File: src/pkg/lpdpc_pkg.sv
// Constants and types for the power-down and clock-stop tracker
package lpdpc_pkg;

  // ==========================================================================
  // Clock and timing
  // ==========================================================================
  localparam int unsigned CLK_PERIOD_PS = 50000;
  localparam int unsigned T_XP_PS       = 7500;
  localparam int unsigned XP_RAW_CYC    = (T_XP_PS + CLK_PERIOD_PS - 1) / CLK_PERIOD_PS;
  localparam int unsigned XP_CYC        = (XP_RAW_CYC < 1) ? 1 : XP_RAW_CYC;
  localparam int unsigned CLK_STABLE_CYC = 2;

  localparam int unsigned CNT_W = 4;
  localparam logic [CNT_W-1:0] CNT_ZERO   = 4'h0;
  localparam logic [CNT_W-1:0] CNT_ONE    = 4'h1;
  localparam logic [CNT_W-1:0] XP_LOAD    = CNT_W'(XP_CYC);
  localparam logic [CNT_W-1:0] CLKRS_LOAD = CNT_W'(CLK_STABLE_CYC + XP_CYC);

  // ==========================================================================
  // Command encodings on CA2..CA0
  // ==========================================================================
  localparam int unsigned CA_W = 3;
  localparam logic [CA_W-1:0] CA_NOP = 3'h7;
  localparam logic [CA_W-1:0] CA_DPD = 3'h3;

  // ==========================================================================
  // Power states
  // ==========================================================================
  typedef enum logic [2:0] {
    ST_ACTIVE,
    ST_PD,
    ST_DPD,
    ST_XP,
    ST_CLKRS,
    ST_INIT
  } lpdpc_state_e;

  typedef struct packed {
    lpdpc_state_e     state;
    logic             cke_prev;
    logic [CNT_W-1:0] cnt;
    logic             pd;
    logic             dpd;
    logic             in_buf_en;
    logic             out_buf_en;
    logic             core_pwr_en;
    logic             need_init;
    logic             ready;
    logic             nop;
    logic             illegal;
  } lpdpc_st_s;

  localparam lpdpc_st_s ST_RESET = '{
    state:       ST_ACTIVE,
    cke_prev:    1'b1,
    cnt:         CNT_ZERO,
    pd:          1'b0,
    dpd:         1'b0,
    in_buf_en:   1'b1,
    out_buf_en:  1'b1,
    core_pwr_en: 1'b1,
    need_init:   1'b0,
    ready:       1'b1,
    nop:         1'b0,
    illegal:     1'b0
  };

endpackage : lpdpc_pkg

File: src/pkg/lpdpc_cmd_if.sv
// Carrier between the tracker and its command decoder
`timescale 1ns/1ps
`default_nettype none
interface lpdpc_cmd_if;
  import lpdpc_pkg::*;
  logic            cke;
  logic            cke_prev;
  logic            cs_n;
  logic [CA_W-1:0] ca;
  logic            is_nop;
  logic            is_pd_entry;
  logic            is_dpd_entry;
  logic            is_exit;

  modport dec (input cke, cke_prev, cs_n, ca,
               output is_nop, is_pd_entry, is_dpd_entry, is_exit);
  modport ctl (output cke, cke_prev, cs_n, ca,
               input is_nop, is_pd_entry, is_dpd_entry, is_exit);
endinterface : lpdpc_cmd_if
`default_nettype wire

File: src/verilog/lpdpc_cmd_dec.sv
// Decoder of power-state commands from CKE, CS_n and CA2..CA0
`timescale 1ns/1ps
`default_nettype none
module lpdpc_cmd_dec
  import lpdpc_pkg::*;
(
  lpdpc_cmd_if.dec cmd
);

  // ==========================================================================
  // Decode
  // ==========================================================================
  always_comb begin
    cmd.is_nop       = (cmd.cke == cmd.cke_prev)
                       && (cmd.cs_n || (cmd.ca == CA_NOP));
    cmd.is_pd_entry  = cmd.cke_prev && !cmd.cke && cmd.cs_n;
    cmd.is_dpd_entry = cmd.cke_prev && !cmd.cke && !cmd.cs_n
                       && (cmd.ca == CA_DPD);
    cmd.is_exit      = !cmd.cke_prev && cmd.cke && cmd.cs_n;
  end

endmodule : lpdpc_cmd_dec
`default_nettype wire

File: src/verilog/lpdpc_pwr_ctrl.sv
// Device-side power-down, deep power-down and clock-stop state tracker
//
// How it works
// - CKE low with CS_n low, CA0 high, CA1 high, CA2 low enters deep power-down.
// - Deep power-down may switch off input, output buffers and core power.
// - CKE and CS_n high leave deep power-down; full initialisation follows.
// - After clock restart with CKE high, ready after two cycles plus tXP.
// - NOP only counts when CKE is unchanged from the previous cycle.
// - NOP is CS_n high, or CS_n low with CA0..CA2 high; aborts nothing.
// - CKE low with CS_n high enters power-down; CKE was high before.
`timescale 1ns/1ps
`default_nettype none
module lpdpc_pwr_ctrl
  import lpdpc_pkg::*;
(
  // Clock and reset
  input  wire logic            clk_i,
  input  wire logic            rst_n_i,
  input  wire logic            ce_i,
  // Command pins
  input  wire logic            cke_i,
  input  wire logic            cs_n_i,
  input  wire logic [CA_W-1:0] ca_i,
  // Core status
  input  wire logic            op_busy_i,
  input  wire logic            clk_restart_i,
  input  wire logic            init_done_i,
  // Power state
  output logic                 pd_o,
  output logic                 dpd_o,
  output logic                 in_buf_en_o,
  output logic                 out_buf_en_o,
  output logic                 core_pwr_en_o,
  // Readiness and events
  output logic                 need_init_o,
  output logic                 ready_o,
  output logic                 nop_o,
  output logic                 illegal_o
);

  // ==========================================================================
  // State
  // ==========================================================================
  lpdpc_st_s   st_r;
  lpdpc_st_s   st_nxt;
  lpdpc_cmd_if cmd ();

  // ==========================================================================
  // Command decoder
  // ==========================================================================
  assign cmd.cke      = cke_i;
  assign cmd.cke_prev = st_r.cke_prev;
  assign cmd.cs_n     = cs_n_i;
  assign cmd.ca       = ca_i;

  lpdpc_cmd_dec u_dec (
    .cmd (cmd)
  );

  // ==========================================================================
  // Next state
  // ==========================================================================
  always_comb begin
    st_nxt          = st_r;
    st_nxt.cke_prev = cke_i;
    st_nxt.nop      = cmd.is_nop;
    // CKE must not fall while an operation runs
    if (st_r.cke_prev && !cke_i && op_busy_i) begin
      st_nxt.illegal = 1'b1;
    end
    unique case (st_r.state)
      ST_ACTIVE: begin
        if (cmd.is_dpd_entry) begin
          st_nxt.state       = ST_DPD;
          st_nxt.dpd         = 1'b1;
          st_nxt.ready       = 1'b0;
          st_nxt.in_buf_en   = 1'b0;
          st_nxt.out_buf_en  = 1'b0;
          st_nxt.core_pwr_en = 1'b0;
        end else if (cmd.is_pd_entry) begin
          st_nxt.state      = ST_PD;
          st_nxt.pd         = 1'b1;
          st_nxt.ready      = 1'b0;
          st_nxt.in_buf_en  = 1'b0;
          st_nxt.out_buf_en = 1'b0;
        end else if (clk_restart_i && cke_i) begin
          st_nxt.state = ST_CLKRS;
          st_nxt.cnt   = CLKRS_LOAD;
          st_nxt.ready = 1'b0;
        end else if (!st_r.cke_prev && !cke_i) begin
          st_nxt.illegal = 1'b1;
        end
      end
      ST_PD: begin
        if (cmd.is_exit) begin
          st_nxt.state      = ST_XP;
          st_nxt.cnt        = XP_LOAD;
          st_nxt.pd         = 1'b0;
          st_nxt.in_buf_en  = 1'b1;
          st_nxt.out_buf_en = 1'b1;
        end else if (cke_i) begin
          st_nxt.illegal = 1'b1;
        end
      end
      ST_DPD: begin
        if (cmd.is_exit) begin
          st_nxt.state       = ST_INIT;
          st_nxt.dpd         = 1'b0;
          st_nxt.need_init   = 1'b1;
          st_nxt.in_buf_en   = 1'b1;
          st_nxt.out_buf_en  = 1'b1;
          st_nxt.core_pwr_en = 1'b1;
        end else if (cke_i) begin
          st_nxt.illegal = 1'b1;
        end
      end
      ST_XP, ST_CLKRS: begin
        if (!cke_i) begin
          st_nxt.illegal = 1'b1;
        end
        if (st_r.cnt == CNT_ONE) begin
          st_nxt.state = ST_ACTIVE;
          st_nxt.cnt   = CNT_ZERO;
          st_nxt.ready = 1'b1;
        end else begin
          st_nxt.cnt = st_r.cnt - CNT_ONE;
        end
      end
      ST_INIT: begin
        if (init_done_i) begin
          st_nxt.state     = ST_ACTIVE;
          st_nxt.need_init = 1'b0;
          st_nxt.ready     = 1'b1;
          // A violation in the same cycle as the clear still sets the flag
          st_nxt.illegal   = st_r.cke_prev && !cke_i && op_busy_i;
        end else if (cmd.is_dpd_entry) begin
          st_nxt.state       = ST_DPD;
          st_nxt.dpd         = 1'b1;
          st_nxt.need_init   = 1'b0;
          st_nxt.in_buf_en   = 1'b0;
          st_nxt.out_buf_en  = 1'b0;
          st_nxt.core_pwr_en = 1'b0;
        end
      end
      default: begin
        st_nxt = ST_RESET;
      end
    endcase
  end

  // ==========================================================================
  // Registers
  // ==========================================================================
  always_ff @(posedge clk_i or negedge rst_n_i) begin
    if (!rst_n_i) begin
      st_r <= ST_RESET;
    end else if (ce_i) begin
      st_r <= st_nxt;
    end
  end

  // ==========================================================================
  // Outputs
  // ==========================================================================
  assign pd_o          = st_r.pd;
  assign dpd_o         = st_r.dpd;
  assign in_buf_en_o   = st_r.in_buf_en;
  assign out_buf_en_o  = st_r.out_buf_en;
  assign core_pwr_en_o = st_r.core_pwr_en;
  assign need_init_o   = st_r.need_init;
  assign ready_o       = st_r.ready;
  assign nop_o         = st_r.nop;
  assign illegal_o     = st_r.illegal;

endmodule : lpdpc_pwr_ctrl
`default_nettype wire

File: config.mk
export PLATFORM = sky130hd
export DESIGN_NAME = lpdpc_pwr_ctrl
export DESIGN_NICKNAME = d
export VERILOG_FILES = /design/src/pkg/lpdpc_pkg.sv /design/src/pkg/lpdpc_cmd_if.sv /design/src/verilog/lpdpc_cmd_dec.sv /design/src/verilog/lpdpc_pwr_ctrl.sv
export SDC_FILE = /design/constraint.sdc
export NUM_CORES = 1
export LEC_CHECK = 0
export ABC_AREA = 1
export CORE_MARGIN = 2
export CORE_UTILIZATION = 40
export DETAILED_ROUTE_END_ITERATION = 8
export DONT_BUFFER_PORTS = 1
export SETUP_SLACK_MARGIN = 0.2
export SLEW_MARGIN = 15
export SYNTH_ARGS = -nofsm -noshare
export SYNTH_HDL_FRONTEND = slang
export SYNTH_SLANG_ARGS = --single-unit
File: constraint.sdc
create_clock -name clk_i -period 2.54 [get_ports clk_i]
set_clock_uncertainty 0.1 [all_clocks]
set_input_delay 0.127 -clock clk_i [delete_from_list [all_inputs] [get_ports clk_i]]
set_output_delay 0.127 -clock clk_i [all_outputs]
set_load 0.005 [all_outputs]
Word-level counts from Yosys, hierarchy flattened

Index checks and enable logic that the tools add are counted.

Logic and storage cells: 119
Input port bits: 11
Bits in registers: 17

Eq/ne operators: 23
Bitwise logic cells: 6
$add $sub $neg: 1
Reduce and logical (&&, ||, !) cells: 29
Multiplexer cells: 48

Operators with widths:

| kind               | number |
|---|---|
| $mux 3             | 8 |
| $ne 2x2->1 const B | 11 |
| $mux 1             | 20 |
| $mux 5             | 4 |
| $reduce_and 6->1   | 3 |
| $mux 4             | 4 |
| $pmux 1 s4         | 4 |
| $pmux 4 s4         | 1 |
| $pmux 3 s5         | 1 |
| $logic_and 1x1->1  | 10 |
| $pmux 2 s5         | 1 |
| $reduce_and 5->1   | 2 |
| $eq 3x2->1 const B | 3 |
| $eq 3x3->1 const B | 3 |
| $reduce_or 4->1    | 2 |
| $reduce_and 7->1   | 1 |
| $mux 2             | 3 |
| $ne 3x3->1 const B | 2 |
| $not 1->1          | 6 |
| $pmux 1 s3         | 2 |
| $reduce_or 2->1    | 3 |
| $reduce_or 6->1    | 1 |
| $eq 4x1->1 const B | 1 |
| $ne 4x4->1 const B | 1 |
| 8 further kinds    | 10 |

Logic depth before layout (Yosys ltp)

Gate-level depths: netlist of the first run.

Depth in word-level cells: 9
Gate-level depth with buffers: 11
Gate-level depth less buffers: 11

Hierarchy

Synthesis of the first run repeated with hierarchy kept, for this count alone.

Cell total of the unflattened synthesis: 188
Area, all modules: 1392.6 µm²

Modules (own cells, without submodules):

| module         | area an instance (µm²) | cells each | times used |
|---|---|---|---|
| lpdpc_pwr_ctrl | 1306.3                 | 173        | 1 |
| lpdpc_cmd_dec  | 86.3                   | 15         | 1 |

Least setup slack after synthesis of the first run

Ideal clock, no wire load.

Kind: flip-flop to flip-flop
From: register st_r, in the netlist cmd.cke_prev
To: register st_r[16] (netlist bit)
Data arrival time: 1337 ps
Cell stages (with the launch flop): 9
Period minus slack after synthesis: 1554 ps
Buffers on the path: 0
Slack: 986 ps
Required time: 2323 ps
Cell sequence: dfstp_2 -> ha_1 -> nand3_2 -> nand2_1 -> nand2_2 -> nor2_2 -> nand2_2 -> nand2_1 -> nand2_1

Cells in the longest elaborated chain, start to end: 5
Elaborated cells on any way between the ends: 15

RTL lines:

| what                                                        | RTL line                                                      | text |
|---|---|---|
| start: declaration                                          | lpdpc_pwr_ctrl.sv:44                                          | `lpdpc_st_s st_r;` |
| start signal: assignment                                    | lpdpc_pwr_ctrl.sv:158                                         | `st_r <= st_nxt;` |
| $logic_and 1x1->1 / $logic_not 1->1 (equally long branches) | lpdpc_cmd_dec.sv:16, lpdpc_cmd_dec.sv:17, lpdpc_cmd_dec.sv:19 |  |
| $logic_and 1x1->1 (on tied branches)                        | lpdpc_cmd_dec.sv:16, lpdpc_cmd_dec.sv:17, lpdpc_cmd_dec.sv:19 |  |
| $mux 3 (tied with other cells)                              | lpdpc_pwr_ctrl.sv:80                                          | `end else if (cmd.is_pd_entry) begin` |
| $mux 3 (tied with other cells)                              | lpdpc_pwr_ctrl.sv:73                                          | `if (cmd.is_dpd_entry) begin` |
| $pmux 3 s5 / $reduce_and 6->1 (equally long branches)       | --                                                            |  |

Parallel ways exist; a longest one is shown, timed or not.
A chain may end at the register's enable or synchronous reset.

Worst setup path after layout of the first run

From: register st_r, in the netlist cmd.cke_prev
To: register st_r[14] (netlist bit)

The elaborated chain is that of the path after synthesis.

==> results of run 1 <==
==> critical path: stages, from the launching register on <==
cell	delay, ns
dfstp_2	0.54
ha_1	0.26
nand3_2	0.17
nand2_1	0.12
nand2_2	0.06
nor2_2	0.16
nand2_2	0.09
nand2_1	0.06
nand2_1	0.06
==> state kept, by name, summed over array words and instances (netlist names) <==
name,count
nop_o,1
need_init_o,1
ready_o,1
dpd_o,1
cmd.cke_prev,1
core_pwr_en_o,1
pd_o,1
st_r,7
in_buf_en_o,1
illegal_o,1
==> cell families (layout without fill, tap and decap cells) <==
| family | after synthesis | count (layout) |
|---|---|---|
| flip-flops | 16 | 16 |
| AO/OA/AOI/OAI | 13 | 13 |
| buffers and inverters | 24 | 30 |
| adder cells (fa/ha/maj) | 5 | 5 |
| AND/OR/NAND/NOR | 125 | 125 |
| XOR/XNOR | 1 | 1 |
==> how the worst min path moves through the flow <==
stage               cells past startpoint                     to
floorplan                               0      dpd_o$_DFFE_PN0P_
global placement                        0   st_r[14]$_DFFE_PN0P_
detailed placement                      0   st_r[16]$_DFFE_PN0P_
CTS                                     6  illegal_o$_DFFE_PN0P_
global route                            6  illegal_o$_DFFE_PN0P_
finish                                  6  illegal_o$_DFFE_PN0P_
==> routing by layer <==
metal / share of wire / track usage / vias to the layer above
met2: 0.45 / 0.273 / 38
li1: - / - / 596
met3: 0.063 / 0.0384 / 5
met5: 0 / 0 / -
met1: 0.47 / 0.239 / 527
met4: 0.013 / 0.0559 / 0
==> through the flow <==
step | area [sq um] | power, mW
2_1_floorplan | 1290 | 1.21
3_3_place_gp | 1310 | 1.32
3_5_place_dp | 1310 | 1.34
4_1_cts | 1410 | 1.53
5_1_grt | 1410 | 1.69
6_report | 1410 | 1.53
==> where the power goes <==
group / switching [mW] / internal, mW / total, mW
logic: 0.538 / 0.301 / 0.839
clock network: 0.0904 / 0.0875 / 0.178
registers: 0.128 / 0.380 / 0.508
total: 0.757 / 0.769 / 1.53
==> final cells by class <==
class | instances | area, sq um
clock buffers | 4 | 36.3
fillers | 337 | 1650
inverters | 20 | 77.6
well taps | 44 | 55.1
multi-input cells | 144 | 771
repair buffers | 6 | 60.1
flip-flops and latches | 16 | 405
==> repair_timing <==
action,CTS,global route
endpoints found under the hold margin,28,0
setup buffers,0,0
hold buffers,6,0
==> cell usage after synthesis (5+ instances only) <==
master   count  share of area
dfrtp_1     12           0.23
ha_1         5          0.049
inv_1       15          0.044
nand2_1     62           0.18
nand2_2      5          0.024
nand2_4      5          0.044
nand3_1     16          0.062
nand4_1      5          0.024
nor2_1      17          0.050
o21ai_0      5          0.019
==> run metrics, run 1 <==
fin worst setup slack=0.824 ns; synth warn=0; syn_area_per_cell=~7 sq um; max-slew headroom at the worst pin=0.508; CP Class=reg -> reg; PostCTS Resize Cnt=0; post-synthesis cell count=184; die area=roughly 3700 sq um; setup slack at placement=~0.85 ns; final hold slack=0.0585 ns; Hold Path Origin=op_busy_i; row cnt=20; layout cells sized above 1=0.200; CP endpoint=st_r[14]$_DFFE_PN0P_; status=complete, no violations; Slew Viols, Final=0; number of CTS-inserted buffers=3; reg-to-reg setup timing slack=0.82 ns; Root Driver=clkbuf_4; sequential fraction of the synthesis area=0.315; reg2reg start=cmd.cke_prev$_DFFE_PN1P_; number of remaining DRC errors=0; largest family of logic cells by synthesized area=simple AND/OR/NAND/NOR gates; Max VDD drop=0.397 mV; drt pass-1 iters=4; max frequency=583 MHz; Setup crit start kind=flip-flop; CTS tree=built; Register-to-Register Path Depth=8; antenna violations before repair=0; Post-Synth Simple-Gate Area=0.484; Die Y=60.7 um; Post-synth top flop=dfrtp_1; final worst-path cycle share=0.675; antenna diode count=0; Post-Synth Adder-Cell Area=0.0486; largest net degree at the start of global routing=17; synthesized net count=200; Compound-Gate Fraction of Synth Area=0.0593; CTS HTree Levels=1; mux share of post-synthesis cell area=0; ys async rst share=1.00; worst-path maximum fanout=6; GRT overflow=0; CP arrival=1.81 ns; CTS Buffer Depth=2; synthesized area=1290 sq um; vias in the first global route=1087; Total Wirelength=2820 um; first-pass GRT wire length=around 4800 um; final net count=207; setup TNS=0 ns; number of synthesized flops with an enable pin=0; clock period minus worst slack=1.72 ns; worst min path class=in -> reg; core area=3050 sq um; crit path from=cmd.cke_prev$_DFFE_PN1P_; Overall Global Routing Usage=0.174; maxcap violations=0; fin cells=~230; Worst-Skew Late Latency=0.30 ns; pin slew with the least headroom to its limit=0.735 ns; Layout Utilization=0.460; most frequent cells in the layout=62 x nand2_1, 17 x nor2_1, 16 x nand3_1; Initial DRC Count=between 40 and 50; unique cell type count in the Yosys netlist=27; Initial Util=0.422; vias per std cell=approximately 5; CP Capture Type=flip-flop; routed len/inst=between 10 and 15 um; Clock Sinks=16; Leak=between 0.7 and 0.8 nW; Setup Viol. Count Final=0; final hold vios=0; Placer Congestion=about 0.98; Power Density=approximately 1100 nW/um^2; Seq cells post-synth=16; hpwl dp=2200 um; I/O Buffers=0; chip width=60.7 um; Worst EP required=2.63 ns; placed cells=224; r2r endpoint=st_r[14]$_DFFE_PN0P_; Post-Synth XOR/XNOR Area=0.00680; vias=1166; commonest non-fill, non-tap cell in the layout=nand2_1; Routed Antenna Nets=0; boundary pin count=20; RSZ-0062 raised after global routing=false; clock-pin slew on the worst setup and hold paths=0.11 ns; area grow syn2layout=9.14%
(Power assumes the default switching activity.)
==> run 2, diff against run 1 <==
clock period = 1.6 ns   (was 2.54 ns; I/O delays follow)
==> run 2 against run 1 <==
  * The run now ends with negative hold slack, negative setup slack left
  * Design area is 15% higher
  * Critical path depth is 1 higher
  * Wire length is 17% higher
  * Clock power is 66% higher
  * Final cell count is 4.3% higher
  * Fmax is 4.9% higher
  * Sequential power is 60% higher
  * Hold slack worse by 0.28 ns
  * Combinational power is 82% higher
  * Clock-buffer cell count stayed put
==> run metrics, run 2 (synthesis gave the netlist of run 1 again) <==
status=finished with violations (was complete, no violations); failing checks=negative hold slack, negative setup slack; setup slack at placement=-0.0441 ns (was 0.847 ns); Worst EP required=1.74 ns (was 2.63 ns); GRT overflow=0 (unchanged); Setup crit start kind=flip-flop (unchanged); worst min path class=in -> reg (unchanged); clock-pin slew on the worst setup and hold paths=0.11 ns (about the same); hpwl dp=2410 um (was 2200 um); Root Driver=clkbuf_4 (unchanged); Overall Global Routing Usage=0.208 (was 0.174); vias=1176 (was 1166); Max VDD drop=0.664 mV (was 0.397 mV); slowest stage delay, CP=0.58 ns (was 0.54 ns); Initial DRC Count=37 (was 48); drt pass-1 iters=4 (unchanged); Setup Viol. Count Final=4 (was 0); antenna diode count=0 (unchanged); final worst-path cycle share=1.02 (was 0.675); worst-path maximum fanout=6 (unchanged); number of CTS-inserted buffers=3 (unchanged); max-slew headroom at the worst pin=0.495 (was 0.508); Worst-Skew Late Latency=0.31 ns (was 0.30 ns); number of remaining DRC errors=0 (unchanged); core area=3050 sq um (unchanged); Clock Sinks=16 (unchanged); Fillers=300 (was 337); layout cells sized above 1=0.340 (was 0.200); boundary pin count=20 (unchanged); max FFs per register=7 (unchanged); Slew Viols, Final=0 (unchanged); Power Density=1640 nW/um^2 (was 1090 nW/um^2); I/O Buffers=0 (unchanged); RSZ-0062 raised after global routing=true (was false); Leak=0.802 nW (was 0.747 nW); chip width=60.7 um (unchanged); Placed Area=1390 sq um (was 1310 sq um); final hold vios=14 (was 0); Total Wirelength=3290 um (was 2820 um); CTS Buffer Depth=2 (unchanged); most frequent cells in the layout=54 x nand2_1, 15 x nor2_1, 13 x inv_1, 13 x nand3_1, 11 x nand2_2 (was 62 x nand2_1, 17 x nor2_1, 16 x nand3_1); vias per std cell=4.82 (was 4.98); row cnt=20 (unchanged); maxcap violations=0 (unchanged); Routed Antenna Nets=0 (unchanged); final net count=217 (was 207); max frequency=612 MHz (was 583 MHz); antenna violations before repair=0 (unchanged); die area=3690 sq um (unchanged); CP arrival=1.77 ns (was 1.81 ns); Initial Util=0.422 (unchanged); CTS HTree Levels=1 (unchanged); commonest non-fill, non-tap cell in the layout=nand2_1 (unchanged); fin worst setup slack=-0.0352 ns (was 0.824 ns); Largest Register=st_r (unchanged); final hold slack=-0.218 ns (was 0.0585 ns); Placer Congestion=0.934 (was 0.976); clock period minus worst slack=1.64 ns (was 1.72 ns); placed cells=227 (was 224); Die Y=60.7 um (unchanged); vias in the first global route=1199 (was 1087); fin cells=244 (was 234); pin slew with the least headroom to its limit=0.754 ns (was 0.735 ns); hold buffers post-CTS=8 (was 6); worst-path cell chain=inv_2 > ha_4 > nand2_4 > nand4_1 > nand2_2 > nor2_4 > nand2_4 > nand2_2 > o21ai_2 (was ha_1 > nand3_2 > nand2_1 > nand2_2 > nor2_2 > nand2_2 > nand2_1 > nand2_1); CP Capture Type=flip-flop (unchanged); CTS tree=built (unchanged); largest net degree at the start of global routing=17 (unchanged); CP max stage cell=dfstp_2 (unchanged); first-pass GRT wire length=5660 um (was 4760 um); setup TNS=-0.109 ns (was 0 ns); area grow syn2layout=25.4% (was 9.14%); routed len/inst=13.5 um (was 12.0 um); Final Cell Area=1610 sq um (was 1410 sq um); CP Class=reg -> reg (unchanged)
## run 2: cell types whose count changed in the layout (fill, tap and decap cells not counted), moves of 3 or more
cell	before	now
nor2_4	4	7
ha_4	0	3
buf_4	0	8
dfrtp_1	12	9
nand3_1	16	13
nand2_2	5	11
dfrtp_2	0	3
ha_1	5	2
nand2_1	62	54
## run 2: final timing paths
kind	from	endpoint	slack, ns	cells past startpoint
max	cmd.cke_prev$_DFFE_PN1P_	st_r[10]$_DFFE_PN0P_	-0.04	9
min	ce_i	illegal_o$_DFFE_PN0P_	-0.22	2
max reg2reg	cmd.cke_prev$_DFFE_PN1P_	st_r[10]$_DFFE_PN0P_	-0.04	9
min reg2reg	ready_o$_DFFE_PN1P_	ready_o$_DFFE_PN1P_	0.38	2
max in group asynchronous	rst_n_i	st_r[15]$_DFFE_PN0P_	0.72	1
min in group asynchronous	rst_n_i	st_r[16]$_DFFE_PN0P_	0.17	1
## run 2: routing by layer
layer | vias up | global-route usage | share of wire
met2 | 28 | 0.350 | 0.48
met5 | - | 0 | 0
met3 | 4 | 0.0362 | 0.045
met4 | 0 | 0.0652 | 0.010
met1 | 533 | 0.272 | 0.46
li1 | 611 | - | -
## run 2: final cells by class
class,instances,area [sq um],share of cell area
multi-input combinational,144,893,0.553
sequential,16,409,0.253
timing repair buffer,16,140,0.0868
inverter,20,80.1,0.0496
tap,44,55.1,0.0341
clock buffer,4,36.3,0.0225
## run 2: timing repair
action | 4_1_cts | 5_1_grt
setup endpoints to repair | 14 | 15
setup buffers | 5 | 0
hold endpoints to repair | 29 | 14
pin swaps | 13 | 7
gates resized for setup | 13 | 4
## run 2: worst max-delay path, delay by kind of cell (launching register included)
family,cells,cell delay (ns)
and+or+nand+nor,6,0.61
AOI/OAI and AO/OA,1,0.05
buffers and inverters,1,0.06
adders and majority gates,1,0.15
DFF,1,0.58
## run 2: metrics by stage
step                      power, mW  utilization  hold WS [ns]
after floorplan                1.97            -        -0.316
after global placement         2.22        0.456        -0.315
after detailed placement       2.25        0.456        -0.315
after CTS                      2.63        0.524        -0.211
after global routing           2.90        0.529        -0.211
final                          2.64        0.529        -0.218
## run 2: where the power goes
part | switching [mW] | internal (mW) | leakage [nW] | total [mW]
Clock | 0.157 | 0.139 | 0.0210 | 0.296
Combinational | 0.951 | 0.584 | 0.589 | 1.53
Sequential | 0.201 | 0.610 | 0.192 | 0.811
Total | 1.31 | 1.33 | 0.802 | 2.64
==> run 3, diff against run 2 <==
CORE_MARGIN = 3   (was 2)
==> run 3 against run 2 <==
  * Sequential cell count is the same
  * Critical path type unchanged
  * Register-to-register slack is essentially flat
  * Critical path depth is the same
  * Hold slack gained 0.015 ns
  * Clock-buffer cell count is the same
  * Design area shrank 0.47%
  * Largest power group unchanged
  * Via count grew 2.9%
  * Non-clock buffer count shrank 1
  * Combinational power is essentially flat
  * The flow still finishes with violations (negative hold slack, negative setup slack)
  * Utilization grew 2.5 points
==> run metrics, run 3 (synthesis gave the netlist of run 1 again) <==
worst min path class=in -> reg (unchanged); drt pass-1 iters=4 (unchanged); CP top delay family=simple AND/OR/NAND/NOR gates (unchanged); clock period minus worst slack=1.63 ns (was 1.64 ns); Initial Util=0.444 (was 0.422); Setup crit start kind=flip-flop (unchanged); Max VDD drop=0.887 mV (was 0.664 mV); first-pass GRT wire length=5570 um (was 5660 um); Setup Viol. Count Final=4 (unchanged); hold path depth=2 (unchanged); layout cells sized above 1=0.337 (was 0.340); routed len/inst=13.4 um (was 13.5 um); hpwl dp=2320 um (was 2410 um); CP Buf/Inv Count=1 (unchanged); CP Capture Type=flip-flop (unchanged); placed cells=223 (was 227); CTS HTree Levels=1 (unchanged); failing checks=negative hold slack, negative setup slack (unchanged); Root Driver=clkbuf_4 (unchanged); GR peak layer=met2 (unchanged); pin slew with the least headroom to its limit=0.762 ns (was 0.754 ns); max-slew headroom at the worst pin=0.490 (was 0.495); vias=1210 (was 1176); number of remaining DRC errors=0 (unchanged); status=finished with violations (unchanged); vias in the first global route=1244 (was 1199); Power Density=1620 nW/um^2 (was 1640 nW/um^2); worst-path maximum fanout=6 (unchanged); fin cells=241 (was 244); commonest non-fill, non-tap cell in the layout=nand2_1 (unchanged); fin worst setup slack=-0.0325 ns (was -0.0352 ns); Routed Antenna Nets=0 (unchanged); chip width=62.7 um (was 60.7 um); Leak=0.800 nW (was 0.802 nW); core area=2900 sq um (was 3050 sq um); area grow syn2layout=24.8% (was 25.4%); vias per std cell=5.02 (was 4.82); number of CTS-inserted buffers=3 (unchanged); max FFs per register=7 (unchanged); critical path depth=9 (unchanged); Overall Global Routing Usage=0.175 (was 0.208); die area=3940 sq um (was 3690 sq um); Total Wirelength=3220 um (was 3290 um); most frequent cells in the layout=53 x nand2_1, 13 x inv_1, 13 x nor2_1, 13 x nand3_1, 12 x nand2_2 (was 54 x nand2_1, 15 x nor2_1, 13 x inv_1, 13 x nand3_1, 11 x nand2_2); Fillers=268 (was 300); Largest Register=st_r (unchanged); I/O Buffers=0 (unchanged); Die Y=62.7 um (was 60.7 um); CTS tree=built (unchanged); hold buffers post-CTS=9 (was 8); Register-to-Register Path Depth=9 (unchanged); CP Class=reg -> reg (unchanged); CTS Buffer Depth=2 (unchanged); met1 Track Usage GR=0.218 (was 0.272); Slew Viols, Final=0 (unchanged); final hold slack=-0.203 ns (was -0.218 ns); max frequency=613 MHz (was 612 MHz); largest net degree at the start of global routing=17 (unchanged); antenna diode count=0 (unchanged); Initial DRC Count=57 (was 37); CP arrival=1.75 ns (was 1.77 ns); met2 Track Usage GR=0.292 (was 0.350); setup slack at placement=0.0241 ns (was -0.0441 ns); clock-pin slew on the worst setup and hold paths=0.09 ns (was 0.11 ns); GRT overflow=0 (unchanged); Worst EP required=1.72 ns (was 1.74 ns); boundary pin count=20 (unchanged); Worst-Skew Late Latency=0.29 ns (was 0.31 ns); slowest stage delay, CP=0.57 ns (was 0.58 ns); worst-path cell chain=inv_2 > ha_4 > nand2_4 > nand4_1 > nand2_2 > nor2_4 > nand2_4 > nand2_2 > o21ai_2 (unchanged); RSZ-0062 raised after global routing=true (unchanged); final net count=216 (was 217); Clock Sinks=16 (unchanged); final hold vios=11 (was 14); maxcap violations=0 (unchanged); GR met3 Demand/Resource=0.0540 (was 0.0362); final worst-path cycle share=1.02 (about the same); setup TNS=-0.0718 ns (was -0.109 ns); CP max stage cell=dfstp_2 (unchanged); antenna violations before repair=0 (unchanged); Placer Congestion=0.900 (was 0.934); row cnt=19 (was 20)
## run 3: cell types whose count changed in the layout (fill, tap and decap cells not counted), sizes merged
cell and change:
buf -2, dlygate4sd3 +1
## run 3: area by class of cell
type	instances	area, sq um	area share
clock buffers	4	36.3	0.0226
inverters	20	80.1	0.0498
multi-input cells	144	893	0.556
flip-flops and latches	16	409	0.255
repair buffers	15	135	0.0841
well taps	42	52.6	0.0327
## run 3: stage by stage
stage                     utilization  power (mW)  hold slack [ns]  cell area (sq um)
after CTS                       0.535        2.54           -0.212               1550
after detailed placement        0.474        2.19           -0.315               1370
final                           0.554        2.60           -0.203               1610
after global routing            0.554        2.85           -0.198               1610
after floorplan                     -        1.97           -0.316               1350
after global placement          0.474        2.17           -0.315               1370
## run 3: where the power goes
part / switching, mW / leakage (nW) / internal (mW)
Clock: 0.136 / 0.0210 / 0.139
Combinational: 0.963 / 0.587 / 0.549
Sequential: 0.203 / 0.192 / 0.610
Total: 1.30 / 0.800 / 1.30
## run 3: path summary, 6_finish.rpt
check / slack [ns] / start / endpoint
hold / removal: -0.20 / ce_i / illegal_o$_DFFE_PN0P_
setup reg to reg: -0.03 / cmd.cke_prev$_DFFE_PN1P_ / st_r[11]$_DFFE_PN0P_
hold reg to reg: 0.38 / ready_o$_DFFE_PN1P_ / ready_o$_DFFE_PN1P_
min in group asynchronous: 0.19 / rst_n_i / need_init_o$_DFFE_PN0P_
max in group asynchronous: 0.69 / rst_n_i / st_r[15]$_DFFE_PN0P_
setup / recovery: -0.03 / cmd.cke_prev$_DFFE_PN1P_ / st_r[11]$_DFFE_PN0P_
## run 3: timing repair
| action | CTS | global route |
|---|---|---|
| resized for setup | 8 | 12 |
| endpoints found under the setup margin | 14 | 14 |
| buffers inserted | 4 | 1 |
| pin swaps | 6 | 5 |
| hold endpoints to repair | 29 | 11 |
## run 3: routing by layer
layer	vias to the layer above	part of all wire
li1	608	-
met1	566	0.45
met2	32	0.50
met3	4	0.049
met4	0	0.0078
met5	-	0
